$ cat src/hw/safety_stop_pkg.sv
// Constants, register map and state type of the safety stop sequencer
//
// What this block does
// - Enter emergency stop as soon as either redundant stop input opens.
// - Controller and external stop together run the controller-only stop sequence.
// - Spindles decelerate; servos dynamic-brake, or decelerate when configured.
// - Ready drops only after controller confirms all axes stopped; owner opens contactor.
// - Both stops present before all axes stop still give the normal sequence.
// - External stop alone puts every unit on the line into emergency stop.
// - The axis wired to the external stop shows an external-stop indication.
// - External stop alone never drops ready; contactor opens after gate-off delay.
// - Controller stop without confirmation opens contactor after maximum gate-off delay.
// - Door open with speed watch on: command and feedback speed stay within limits.
// - Drive or controller overspeed raises an alarm forcing controlled deceleration.
// - After a limited-speed stop the motor power is removed by torque off.
// - Torque off cuts motor energy inside the drive, no contactor action.
package safety_stop_pkg;

    // Register bus geometry
    localparam int ADDR_W = 8;
    localparam int DATA_W = 32;

    // Register byte addresses
    localparam logic [7:0] CTRL_ADDR = 8'h00;
    localparam logic [7:0] SERVO_DLY_ADDR = 8'h04;
    localparam logic [7:0] SPINDLE_DLY_ADDR = 8'h08;
    localparam logic [7:0] CMD_LIM_ADDR = 8'h0C;
    localparam logic [7:0] FB_LIM_ADDR = 8'h10;
    localparam logic [7:0] STATE_ADDR = 8'h14;
    localparam logic [7:0] IRQ_STAT_ADDR = 8'h18;
    localparam logic [7:0] IRQ_MASK_ADDR = 8'h1C;

    // Control register bits
    localparam int CTRL_RESTART = 0;
    localparam int CTRL_SERVO_DECEL = 1;
    localparam int CTRL_SPEED_WATCH = 2;
    localparam int CTRL_CONT_OWNER = 3;
    localparam int CTRL_W = 4;
    localparam logic [3:0] CTRL_RST = 4'h8;

    // Interrupt bits
    localparam int IRQ_ESTOP = 0;
    localparam int IRQ_EXT_ONLY = 1;
    localparam int IRQ_GATE_TMO = 2;
    localparam int IRQ_SPEED = 3;
    localparam int IRQ_W = 4;
    localparam logic [3:0] IRQ_MASK_RST = 4'h0;

    // Delay and limit fields, reset values
    localparam int DLY_W = 16;
    localparam logic [15:0] DLY_RST = 16'h0064;
    localparam logic [15:0] LIM_RST = 16'h0000;
    localparam int STATE_MS_LSB = 16;

    // Gate-off delay unit (1 ms) in clock cycles
    localparam int CLK_PERIOD_PS = 5000;
    localparam int DLY_UNIT_PS = 1000000000;
    localparam int TICK_CYCLES = DLY_UNIT_PS / CLK_PERIOD_PS;

    // Sequencer states, Gray along off-run-stop-open
    typedef enum logic [1:0] {
        ST_OFF = 2'b00,
        ST_RUN = 2'b01,
        ST_STOP = 2'b11,
        ST_OPEN = 2'b10
    } seq_state_t;

endpackage

$ cat src/hw/safety_stop_sequencer.sv
// Emergency stop sequencing and limited-speed supervision of one drive axis
//
// Design decisions made here: the placing of the registers and the strobed register port.
`timescale 1ns/100ps
`default_nettype none
module safety_stop_sequencer
    import safety_stop_pkg::*;
#(
    parameter int TICK = TICK_CYCLES,
    parameter int SPEED_W = 16
) (
    // Clock and reset
    input wire logic clk_i,
    input wire logic rst_n_i,
    // Register port
    input wire logic [ADDR_W-1:0] addr_i,
    input wire logic [DATA_W-1:0] wdata_i,
    input wire logic wr_i,
    input wire logic rd_i,
    output logic [DATA_W-1:0] rdata_o,
    // Stop inputs, high while the stop is open
    input wire logic nc_estop_i,
    input wire logic ext_estop_i,
    input wire logic line_estop_i,
    // Controller status
    input wire logic all_axes_stopped_i,
    input wire logic nc_overspeed_i,
    // Motor and door
    input wire logic motor_stopped_i,
    input wire logic door_state_input_i,
    input wire logic [SPEED_W-1:0] cmd_speed_i,
    input wire logic [SPEED_W-1:0] fb_speed_i,
    // Stop status
    output logic estop_o,
    output logic line_estop_o,
    output logic ext_estop_indication_o,
    // Power path
    output logic ready_o,
    output logic contactor_on_o,
    output logic torque_off_function_o,
    // Braking mode
    output logic spindle_decel_o,
    output logic servo_decel_o,
    output logic servo_dyn_brake_o,
    // Interrupt
    output logic irq_o
);

    localparam int TICK_W = $clog2(TICK + 1);

    // Parameter sanity
    if (TICK < 1 || TICK > 1048576) begin : g_bad_tick
        $error("TICK out of range");
    end
    if (SPEED_W < 1 || SPEED_W > 16) begin : g_bad_speed
        $error("SPEED_W must be 1..16");
    end

    ////////////////////////////////////////////////////////////////////////
    // Registers and state

    seq_state_t state, next_state;
    logic [CTRL_W-1:1] ctrl;
    logic [DLY_W-1:0] servo_gate_off_delay, spindle_gate_off_delay;
    logic [SPEED_W-1:0] cmd_limit, fb_limit;
    logic [IRQ_W-1:0] irq_stat, irq_mask, irq_event;
    logic [TICK_W-1:0] tick_cnt;
    logic [DLY_W-1:0] ms_cnt, max_delay;
    logic nc_seen, ext_seen, speed_alarm, speed_trip, cmd_over, fb_over;
    logic stop_req, restart_req, confirm_drop, timeout, open_now, watch_on, wr_ctrl;

    assign wr_ctrl = wr_i && (addr_i == CTRL_ADDR);
    assign restart_req = wr_ctrl && wdata_i[CTRL_RESTART];
    // Either stop input, or a stop seen elsewhere on the line
    assign stop_req = nc_estop_i || ext_estop_i || line_estop_i;
    // Longest of the two configured gate-off delays
    assign max_delay = (servo_gate_off_delay > spindle_gate_off_delay) ?
                       servo_gate_off_delay : spindle_gate_off_delay;
    // Controller confirmation counts once its own stop was seen
    assign confirm_drop = (state == ST_STOP) && (nc_seen || nc_estop_i)
                          && all_axes_stopped_i;
    // Fallback when ready was never dropped
    assign timeout = (state == ST_STOP) && !confirm_drop && (ms_cnt >= max_delay);
    assign open_now = confirm_drop || timeout;
    // Door state comes from the drive's own input
    assign watch_on = ctrl[CTRL_SPEED_WATCH] && door_state_input_i;

    ////////////////////////////////////////////////////////////////////////
    // Stop sequencer

    // Next state
    always_comb begin
        next_state = state;
        case (state)
            ST_OFF: begin
                if (restart_req && !stop_req) begin
                    next_state = ST_RUN;
                end
            end
            ST_RUN: begin
                if (stop_req) begin
                    next_state = ST_STOP;
                end
            end
            ST_STOP: begin
                if (open_now) begin
                    next_state = ST_OPEN;
                end
            end
            ST_OPEN: begin
                if (restart_req && !stop_req) begin
                    next_state = ST_RUN;
                end
            end
            default: next_state = ST_OFF;
        endcase
    end

    // State register and stop flag
    always_ff @(posedge clk_i) begin
        if (!rst_n_i) begin
            state <= ST_OFF;
            estop_o <= 1'b0;
        end else begin
            state <= next_state;
            estop_o <= (next_state == ST_STOP) || (next_state == ST_OPEN);
        end
    end

    // Which stop inputs took part in this stop
    always_ff @(posedge clk_i) begin
        if (!rst_n_i) begin
            nc_seen <= 1'b0;
            ext_seen <= 1'b0;
        end else if (next_state == ST_RUN) begin
            nc_seen <= 1'b0;
            ext_seen <= 1'b0;
        end else if (state == ST_STOP) begin
            nc_seen <= nc_seen || nc_estop_i;
            ext_seen <= ext_seen || ext_estop_i;
        end
    end

    // Gate-off delay timer, in milliseconds
    always_ff @(posedge clk_i) begin
        if (!rst_n_i || state != ST_STOP) begin
            tick_cnt <= '0;
            ms_cnt <= '0;
        end else if (tick_cnt == TICK_W'(TICK - 1)) begin
            tick_cnt <= '0;
            if (ms_cnt != '1) begin
                ms_cnt <= ms_cnt + 1'b1;
            end
        end else begin
            tick_cnt <= tick_cnt + 1'b1;
        end
    end

    // Ready drops only on the controller's confirmation
    always_ff @(posedge clk_i) begin
        if (!rst_n_i) begin
            ready_o <= 1'b0;
        end else if (next_state == ST_RUN && state != ST_RUN) begin
            ready_o <= 1'b1;
        end else if (confirm_drop) begin
            ready_o <= 1'b0;
        end
    end

    // Contactor driven by the owning axis only
    always_ff @(posedge clk_i) begin
        if (!rst_n_i) begin
            contactor_on_o <= 1'b0;
        end else if (next_state == ST_RUN && state != ST_RUN) begin
            contactor_on_o <= wdata_i[CTRL_CONT_OWNER]; // Owner bit written with the restart
        end else if (open_now) begin
            contactor_on_o <= 1'b0;
        end
    end

    // Braking mode during a stop or a speed alarm
    always_ff @(posedge clk_i) begin
        if (!rst_n_i) begin
            spindle_decel_o <= 1'b0;
            servo_decel_o <= 1'b0;
            servo_dyn_brake_o <= 1'b0;
        end else if (speed_alarm) begin
            spindle_decel_o <= 1'b1;
            servo_decel_o <= 1'b1;
            servo_dyn_brake_o <= 1'b0;
        end else if (state == ST_STOP || state == ST_OPEN) begin
            spindle_decel_o <= 1'b1;
            servo_decel_o <= ctrl[CTRL_SERVO_DECEL];
            servo_dyn_brake_o <= !ctrl[CTRL_SERVO_DECEL];
        end else begin
            spindle_decel_o <= 1'b0;
            servo_decel_o <= 1'b0;
            servo_dyn_brake_o <= 1'b0;
        end
    end

    // External stop broadcast and local indication
    always_ff @(posedge clk_i) begin
        if (!rst_n_i) begin
            line_estop_o <= 1'b0;
            ext_estop_indication_o <= 1'b0;
        end else begin
            line_estop_o <= ext_estop_i;
            ext_estop_indication_o <= ext_estop_i && (next_state != ST_RUN) && (next_state != ST_OFF);
        end
    end

    ////////////////////////////////////////////////////////////////////////
    // Limited-speed watch

    speed_limit_check #(
        .W(SPEED_W)
    ) u_check (
        .clk_i(clk_i),
        .rst_n_i(rst_n_i),
        .enable_i(watch_on),
        .cmd_speed_i(cmd_speed_i),
        .fb_speed_i(fb_speed_i),
        .cmd_limit_i(cmd_limit),
        .fb_limit_i(fb_limit),
        .cmd_over_o(cmd_over),
        .fb_over_o(fb_over)
    );

    // Either checker trips the alarm
    assign speed_trip = cmd_over || fb_over || (watch_on && nc_overspeed_i);

    // Alarm cleared by a restart unless a trip is still present; torque off cleared by every restart
    always_ff @(posedge clk_i) begin
        if (!rst_n_i) begin
            speed_alarm <= 1'b0;
            torque_off_function_o <= 1'b0;
        end else if (restart_req && !stop_req) begin
            speed_alarm <= speed_trip;
            torque_off_function_o <= 1'b0;
        end else begin
            speed_alarm <= speed_alarm || speed_trip;
            if (speed_alarm && motor_stopped_i) begin
                torque_off_function_o <= 1'b1;
            end
        end
    end

    ////////////////////////////////////////////////////////////////////////
    // Register file and interrupt

    // Writable configuration
    always_ff @(posedge clk_i) begin
        if (!rst_n_i) begin
            ctrl <= CTRL_RST[CTRL_W-1:1];
            servo_gate_off_delay <= DLY_RST;
            spindle_gate_off_delay <= DLY_RST;
            cmd_limit <= SPEED_W'(LIM_RST);
            fb_limit <= SPEED_W'(LIM_RST);
            irq_mask <= IRQ_MASK_RST;
        end else if (wr_i) begin
            case (addr_i)
                CTRL_ADDR: ctrl <= wdata_i[CTRL_W-1:1];
                SERVO_DLY_ADDR: servo_gate_off_delay <= wdata_i[DLY_W-1:0];
                SPINDLE_DLY_ADDR: spindle_gate_off_delay <= wdata_i[DLY_W-1:0];
                CMD_LIM_ADDR: cmd_limit <= wdata_i[SPEED_W-1:0];
                FB_LIM_ADDR: fb_limit <= wdata_i[SPEED_W-1:0];
                IRQ_MASK_ADDR: irq_mask <= wdata_i[IRQ_W-1:0];
                default: ;
            endcase
        end
    end

    // Interrupt events
    always_comb begin
        irq_event = '0;
        irq_event[IRQ_ESTOP] = (state == ST_RUN) && stop_req;
        irq_event[IRQ_EXT_ONLY] = timeout && !nc_seen && !nc_estop_i;
        irq_event[IRQ_GATE_TMO] = timeout;
        irq_event[IRQ_SPEED] = speed_trip && !speed_alarm;
    end

    // Sticky status, write one to clear, set wins
    always_ff @(posedge clk_i) begin
        if (!rst_n_i) begin
            irq_stat <= '0;
            irq_o <= 1'b0;
        end else begin
            if (wr_i && addr_i == IRQ_STAT_ADDR) begin
                irq_stat <= (irq_stat & ~wdata_i[IRQ_W-1:0]) | irq_event;
            end else begin
                irq_stat <= irq_stat | irq_event;
            end
            irq_o <= |(irq_stat & irq_mask);
        end
    end

    // Read data, valid the cycle after the strobe only
    always_ff @(posedge clk_i) begin
        if (!rst_n_i) begin
            rdata_o <= '0;
        end else begin
            rdata_o <= '0;
            if (rd_i) begin
                case (addr_i)
                    CTRL_ADDR: rdata_o <= DATA_W'({ctrl, 1'b0});
                    SERVO_DLY_ADDR: rdata_o <= DATA_W'(servo_gate_off_delay);
                    SPINDLE_DLY_ADDR: rdata_o <= DATA_W'(spindle_gate_off_delay);
                    CMD_LIM_ADDR: rdata_o <= DATA_W'(cmd_limit);
                    FB_LIM_ADDR: rdata_o <= DATA_W'(fb_limit);
                    STATE_ADDR: rdata_o <= {ms_cnt, 8'h00, ext_seen, nc_seen,
                                            torque_off_function_o, speed_alarm,
                                            contactor_on_o, ready_o, state};
                    IRQ_STAT_ADDR: rdata_o <= DATA_W'(irq_stat);
                    IRQ_MASK_ADDR: rdata_o <= DATA_W'(irq_mask);
                    default: rdata_o <= '0;
                endcase
            end
        end
    end
endmodule
`default_nettype wire

$ cat src/hw/speed_limit_check.sv
// Registered overspeed comparison for command and feedback speed
`timescale 1ns/100ps
`default_nettype none
module speed_limit_check #(
    parameter int W = 16
) (
    // Clock and reset
    input wire logic clk_i,
    input wire logic rst_n_i,
    // Watch enable and speeds
    input wire logic enable_i,
    input wire logic [W-1:0] cmd_speed_i,
    input wire logic [W-1:0] fb_speed_i,
    input wire logic [W-1:0] cmd_limit_i,
    input wire logic [W-1:0] fb_limit_i,
    // Overspeed flags
    output logic cmd_over_o,
    output logic fb_over_o
);

    logic [1:0][W-1:0] speed;
    logic [1:0][W-1:0] limit;
    logic [1:0] over;

    assign speed = {fb_speed_i, cmd_speed_i};
    assign limit = {fb_limit_i, cmd_limit_i};

    // One comparator per speed channel
    for (genvar c = 0; c < 2; c++) begin : g_chan
        always_ff @(posedge clk_i) begin
            if (!rst_n_i) begin
                over[c] <= 1'b0;
            end else begin
                over[c] <= enable_i && (speed[c] > limit[c]);
            end
        end
    end

    assign cmd_over_o = over[0];
    assign fb_over_o = over[1];

endmodule
`default_nettype wire

$ cat config.mk
export PLATFORM = sky130hd
export DESIGN_NAME = safety_stop_sequencer
export DESIGN_NICKNAME = d
export VERILOG_FILES = /design/src/hw/safety_stop_pkg.sv /design/src/hw/safety_stop_sequencer.sv /design/src/hw/speed_limit_check.sv
export SDC_FILE = /design/constraint.sdc
export NUM_CORES = 1
export LEC_CHECK = 0
export BUFFER_PORTS_ARGS = -buffer_cell sky130_fd_sc_hd__buf_2
export CAP_MARGIN = 5
export CORE_ASPECT_RATIO = 0.7
export CORE_MARGIN = 10
export CORE_UTILIZATION = 40
export DETAILED_ROUTE_END_ITERATION = 10
export PLACE_DENSITY_LB_ADDON = 0.08
export SLEW_MARGIN = 25
export SYNTH_ARGS = -nofsm -noshare
export SYNTH_HDL_FRONTEND = slang
export SYNTH_SLANG_ARGS = --single-unit
$ cat constraint.sdc
create_clock -name clk_i -period 3.1 [get_ports clk_i]
set_input_delay 0.155 -clock clk_i [delete_from_list [all_inputs] [get_ports clk_i]]
set_output_delay 0.155 -clock clk_i [all_outputs]
set_load 0.01 [all_outputs]
==> results.json, run 1 <==
{
  "crit_path_top_delay_cell": "or4_4",
  "dp_slack_ns": -0.3524,
  "clock_path_buffers": 2,
  "max_stage_delay_ns": 0.54,
  "setup_viol": 4,
  "grt_antenna_before_repair": 0,
  "final_nets": 1224,
  "cts_tree": "yes",
  "cp_top_family": "simple AND/OR/NAND/NOR gates",
  "cts_buffers": 17,
  "std_cell_rows": 43,
  "die_x_um": 190.9,
  "crit_start": "spindle_gate_off_delay[9]",
  "drt_first_pass_iters": 7,
  "maxSlewViolCount": 0,
  "min_path_type": "input pin to flip-flop",
  "ys_seq_area_share_pct": 38.68,
  "wl_per_cell_um": 18.22,
  "crit_arrival_ns": 3.69,
  "synth.distinct_cells": 68,
  "crit_chain": "inv_1 > ha_4 > nand4_1 > buf_4 > nor4_4 > a21oi_2 > buf_12 > mux2i_1 > ha_1 > nand4_1 > or4_4 > o31a_1 > nand3_1 > a31oi_1",
  "rr_endpoint": "state[0]",
  "grt_pass1_vias": 6972,
  "grt_max_degree": 57,
  "avgViaCountPerCell": 5.306,
  "clkLatencyLatePin_ns": 0.43,
  "peakVddDrop_mv": 0.3285,
  "worst-path-stages": 14,
  "fin_util_pct": 51.45,
  "r2r_slack_ns": -0.29,
  "max_freq_mhz": 295.0,
  "required_ns": 3.40,
  "status": "finished, violations left",
  "start_util_pct": 40.96,
  "synth-adder-area-share_pct": 10.10,
  "io_pins": 125,
  "crit_path_frequent_cell": "nand4_1",
  "area_growth_pct": 25.60,
  "hold_violations": 0,
  "wl_um": 24740,
  "powerDensity_nw_per_um2": 430.9,
  "synth_top_family_by_area": "simple AND/OR/NAND/NOR gates",
  "grt.total_usage_pct": 18.38,
  "grt_pass1_wl_um": 39080,
  "fin_crit_sh_pct": 109.3,
  "io_buffers": 108,
  "yosysMostFrequentCell": "dfxtp_1",
  "ant_nets": 0,
  "drv_cap": 0,
  "synth_area_leader_cell": "dfxtp_1",
  "clock_skew_ns": 0.008785,
  "drive_above_1_share_pct": 23.99,
  "core_um2": 19960,
  "cts-htree-levels": 4,
  "syn_nets": 1066,
  "syn_area_per_cell_um2": 8.917,
  "synthMuxAreaShare_pct": 6.641,
  "ys.flop_type": "dfxtp_1",
  "vias": 7205,
  "dieArea_um2": 26650,
  "synth_commonest_cells": "dfxtp_1 (158), nand2_1 (104), ha_1 (66)",
  "synthSimpleGateAreaFrac_pct": 21.81,
  "crit_path_max_fanout": 7,
  "n_antenna_cell": 0,
  "synth_edf_count": 0,
  "gp_congestion": 0.8831,
  "fillers": 1956,
  "die_y_um": 139.6,
  "r2r-start": "spindle_gate_off_delay[9]",
  "cts_root_buffer": "clkbuf_16",
  "dpl.hpwl_um": 18620,
  "drc": 0,
  "violations": "setup timing",
  "ys_async_sr_fraction_pct": 0,
  "setup_ws_ns": -0.2897,
  "synth_compound_area_share_pct": 15.56,
  "fin_crit_ns": 3.390,
  "max-slew-margin-rel_pct": 43.21,
  "leakage_uw": 0.004077,
  "tightestPinTransition_ns": 0.8494,
  "synth_seq_cells": 158,
  "grt_overflow_total": 0,
  "crit_path_start_kind": "flip-flop",
  "critPathBufInv": 3,
  "rsz0062_at_grt": "true",
  "critPathKind": "flip-flop to flip-flop",
  "synth-xor-area-share_pct": 2.142,
  "synth.top_cells.by_area": "dfxtp_1 (39%), ha_1 (10%), mux2i_1 (6.4%)",
  "drt_iter0_drc": 660,
  "reg2reg_depth": 14,
  "clock-sinks": 158,
  "cp-end-kind": "flip-flop",
  "synth_top_area_share_pct": 38.68,
  "syn_area_um2": 8177,
  "syn_inst": 917,
  "crit_end": "state[0]",
  "clkTransAtPathRegs_ns": 0.07,
  "ys_warn_count": 0
}
==> layout make-up <==
cell class                 instances  area (µm²)  share of cell area [%]
clock inverter                    13       151.4                   1.474
timing repair buffer             181        1132                   11.03
tap                              270       337.8                   3.289
inverter                          63       236.5                   2.303
sequential                       158        3179                   30.96
multi-input combinational        654        4780                   46.54
clock buffer                      19       452.9                   4.410
==> worst reg2reg max path: cells and delay by family, from the launching register on <==
family,cells,cell delay [ns]
buffers and inverters,3,0.44
and+or+nand+nor,5,1.26
adders and majority gates,2,0.59
DFF,1,0.32
AOI/OAI and AO/OA,3,0.53
muxes,1,0.12
==> kinds of logic (layout without fill, tap and decap cells) <==
group / count (synthesis) / count (layout)
AOI/OAI and AO/OA: 177 / 177
DFF: 158 / 158
adders and majority gates: 66 / 66
xor gates and xnor gates: 20 / 20
muxes: 54 / 54
buffers and inverters: 105 / 276
and+or+nand+nor: 337 / 337
==> per-stage QoR <==
| stage | hold slack, ns | std cells | total power, µW | setup TNS, ns | cell area (µm²) |
|---|---|---|---|---|---|
| floorplan | 0.2790 | 917 | 2185 | -0.2730 | 8203 |
| global placement | 0.4167 | 1316 | 2290 | -0.9688 | 9383 |
| detailed placement | 0.4071 | 1316 | 2291 | -1.211 | 9383 |
| CTS | 0.0007449 | 1355 | 4452 | -0.9159 | 10100 |
| global route | 0.01695 | 1358 | 4565 | -1.666 | 10270 |
| finish | 0.01047 | 1358 | 4425 | -1.068 | 10270 |
==> worst min path at each step <==
| stage | cells past startpoint | start | end | slack (ns) |
|---|---|---|---|---|
| 2_1_floorplan | 2 | wdata_i[2] | servo_gate_off_delay[2] | 0.28 |
| 3_3_place_gp | 3 | motor_stopped_i | torque_off_function_o | 0.42 |
| 3_5_place_dp | 3 | motor_stopped_i | torque_off_function_o | 0.41 |
| 4_1_cts | 3 | wdata_i[6] | servo_gate_off_delay[6] | 0.0007 |
| 5_1_grt | 3 | wdata_i[5] | servo_gate_off_delay[5] | 0.02 |
| 6_report | 3 | wdata_i[5] | servo_gate_off_delay[5] | 0.01 |
==> routing by layer <==
metal	GRT usage [%]	wire length (µm)	part of all wire (%)	vias up
met2	27.35	10650	43	206
met5	0	0	0	-
met1	26.50	12540	51	3400
met4	3.843	159	0.64	0
li1	-	-	-	3587
met3	3.769	1385	5.6	12
==> power breakdown <==
part	leakage, µW	internal, µW	switching [µW]
logic	0.00251	101	126
registers	0.00128	2030	1.31
clock network	0.000289	1250	918
total	0.00408	3380	1050
==> placed cells by master (no fill, tap or decap), drive strengths merged, types with 8 or more instances in the layout <==
cell and instances:
mux2i 52, or4 8, ha 66, a222oi 10, a21boi 31, dfxtp 158, buf 176, clkbuf 20
a21oi 36, nand2 104, nand3 30, inv 69, and3 15, and2 23, o31ai 8, nor2b 44
or3 8, o21ai 27, nand4 25, nor3 14, nor2 48, xnor2 14
==> state kept, by name, summed over array words and instances, names as in the netlist, 16 cells and up <==
signal and flops:
ms_cnt 16, tick_cnt 18, fb_limit 16, servo_gate_off_delay 16, spindle_gate_off_delay 16, rdata_o 32
cmd_limit 16
==> timing repair <==
| item | CTS | global route |
|---|---|---|
| buffers inserted | 3 | 2 |
| hold endpoints to repair | 5 | 0 |
| resized for setup | 8 | 26 |
| setup endpoints to repair | 4 | 4 |
| pin swaps | 8 | 6 |
| hold buffers | 4 | 0 |
| cloned | 0 | 1 |
Power figures use the tool's default switching activity.
==> run 2: changes to the inputs <==
--- a/config.mk
+++ b/config.mk
@@ -7,7 +7,6 @@
 export LEC_CHECK = 0
 export BUFFER_PORTS_ARGS = -buffer_cell sky130_fd_sc_hd__buf_2
 export CAP_MARGIN = 5
-export CORE_ASPECT_RATIO = 0.7
 export CORE_MARGIN = 10
 export CORE_UTILIZATION = 40
 export DETAILED_ROUTE_END_ITERATION = 10
==> run 2 against run 1 <==
Compared with the run above: the flow still finishes with violations (setup timing); sequential share of layout area is essentially flat; sequential cell count is the same; via count shrank 1.7%; non-clock buffer count shrank 1; routed wire length shrank 3.9%; core utilization shrank 0.61 points; cell count is essentially flat; highest routed layer unchanged.
==> results.json, run 2 (synthesis results as in run 1) <==
{
  "grt.total_usage_pct": 17.98,
  "pwr-share-comb_pct": 5.0,
  "peakVddDrop_mv": 0.3400,
  "n_antenna_cell": 0,
  "cts_buffers": 17,
  "p_sw_share_pct": 22.57,
  "setup_ws_ns": -0.2612,
  "busiest_layer": "met2",
  "clock_path_buffers": 2,
  "maxSlewViolCount": 0,
  "drc": 0,
  "required_ns": 3.41,
  "p_int_uw": 3473,
  "wl_um": 23760,
  "min_path_type": "input pin to flip-flop",
  "clock_skew_ns": 0.007996,
  "area_growth_pct": 25.40,
  "crit_path_max_fanout": 7,
  "crit_arrival_ns": 3.67,
  "largest_register_ffs": 32,
  "fin_crit_sh_pct": 108.4,
  "crit_chain": "inv_1 > ha_4 > nand4_1 > buf_4 > nor4_1 > a21oi_2 > bufbuf_16 > mux2i_2 > ha_1 > nand4_1 > or4_1 > o31a_1 > nand3_2 > a31oi_1",
  "max_freq_mhz": 297.5,
  "grt_max_degree": 57,
  "start_util_pct": 40.54,
  "clkLatencyLatePin_ns": 0.44,
  "layout.cells.most_common": "dfxtp_1",
  "dpl.hpwl_um": 18080,
  "use_met1_pct": 23.78,
  "avgViaCountPerCell": 5.219,
  "vias": 7082,
  "io_buffers": 108,
  "ant_nets": 0,
  "max_stage_delay_ns": 0.51,
  "max-slew-margin-rel_pct": 50.05,
  "drt_first_pass_iters": 8,
  "gp_congestion": 0.8379,
  "cp-end-kind": "flip-flop",
  "core_um2": 20170,
  "final_nets": 1223,
  "crit_path_top_delay_cell": "or4_1",
  "grt_antenna_before_repair": 0,
  "powerDensity_nw_per_um2": 437.4,
  "die_x_um": 163.0,
  "r2r-start": "spindle_gate_off_delay[12]",
  "worstHoldStart": "wdata_i[7]",
  "mostFrequentLayoutCells": "dfxtp_1 (146), buf_2 (108), nand2_1 (104), buf_4 (65)",
  "drv_cap": 0,
  "switching_power_uw": 1012,
  "cts-htree-levels": 4,
  "use_met3_pct": 5.005,
  "wl_per_cell_um": 17.51,
  "cts_root_buffer": "clkbuf_16",
  "dp_slack_ns": -0.2771,
  "final_area_um2": 10250,
  "violations": "setup timing",
  "fin_crit_ns": 3.361,
  "clkTransAtPathRegs_ns": 0.07,
  "status": "finished, violations left",
  "drive_above_1_share_pct": 23.37,
  "die_y_um": 163.0,
  "rsz0062_at_grt": "true",
  "hold_violations": 0,
  "std_cell_rows": 52,
  "critPathKind": "flip-flop to flip-flop",
  "grtUsageMet2_pct": 28.05,
  "crit_start": "spindle_gate_off_delay[12]",
  "placed_area_um2": 9383,
  "p_seq_share_pct": 45.3,
  "setup_viol": 4,
  "cts_tree": "yes",
  "io_pins": 125,
  "fillers": 1954,
  "drt_iter0_drc": 540,
  "tightestPinTransition_ns": 0.7472,
  "grt_pass1_vias": 6941,
  "p_clk_share_pct": 49.7,
  "leakage_uw": 0.004083,
  "dieArea_um2": 26560,
  "clock-sinks": 158,
  "fin_tns_setup_ns": -0.9861,
  "crit_path_frequent_cell": "nand4_1",
  "grt_overflow_total": 0,
  "largestRegisters": "rdata_o: 32 flops, tick_cnt: 18 flops",
  "regMostFlops": "rdata_o",
  "grt_pass1_wl_um": 38010,
  "crit_path_start_kind": "flip-flop"
}
## run 2: cell count changes in the layout (fill, tap and decap cells not counted), moves of 2 or more
cell and change:
ha_1 +3, clkinv_4 +3, ha_2 -2, inv_6 -4
mux2i_1 -3, mux2i_2 +3
## run 2: cell type report
cell class / instances / area (µm²) / share of cell area [%]
clock buffers: 21 / 470.5 / 4.588
repair buffers: 180 / 1131 / 11.03
inverters: 63 / 236.5 / 2.306
well taps: 270 / 337.8 / 3.295
clock inverters: 11 / 156.4 / 1.525
flip-flops and latches: 158 / 3178 / 30.99
multi-input cells: 654 / 4743 / 46.26
## run 2: worst paths after layout
check | endpoint | cells after the start | slack [ns]
worst min register to register | tick_cnt[0] | 1 | 0.46
worst max register to register | state[0] | 14 | -0.26
worst max-delay path | state[0] | 14 | -0.26
worst min-delay path | spindle_gate_off_delay[7] | 3 | 0.02
## run 2: stage by stage
| stage | power, µW | hold WS, ns | utilization, % | cells |
|---|---|---|---|---|
| after floorplan | 2185 | 0.2790 | - | 917 |
| after global placement | 2288 | 0.3978 | 46.52 | 1316 |
| after detailed placement | 2290 | 0.4096 | 46.52 | 1316 |
| after CTS | 4527 | 0.006123 | 50.79 | 1356 |
| after global routing | 4636 | 0.02120 | 50.84 | 1357 |
| final | 4485 | 0.02320 | 50.84 | 1357 |
## run 2: power groups by stage
stage / combinational, µW / sequential (µW) / clock, µW
2_1_floorplan: 107 / 2080 / 0
3_3_place_gp: 210 / 2080 / 0
3_5_place_dp: 211 / 2080 / 0
4_1_cts: 223 / 2030 / 2270
5_1_grt: 245 / 2030 / 2360
6_report: 224 / 2030 / 2230
## run 2: repair_timing
item                                    in CTS  in global routing
gates cloned                                 1                  0
endpoints found under the hold margin        6                  0
endpoints found under the setup margin       4                  4
hold buffers                                 5                  0
pin swaps                                   21                  3
gates resized for setup                     27                  1
setup buffers                                2                  1
## run 2: per-layer routing
metal  share of wire, %  wire length (µm)
met4                1.2               286
met2                 44             10520
met5                  0                 0
met1                 48             11510
met3                6.1              1448
## run 2: worst max-delay path: cells and delay by family, from the launching register on
kind,cells,cell delay [ns]
buffers and inverters,3,0.55
DFF,1,0.32
adders and majority gates,2,0.57
and+or+nand+nor,5,1.14
AOI/OAI and AO/OA,3,0.49
muxes,1,0.16
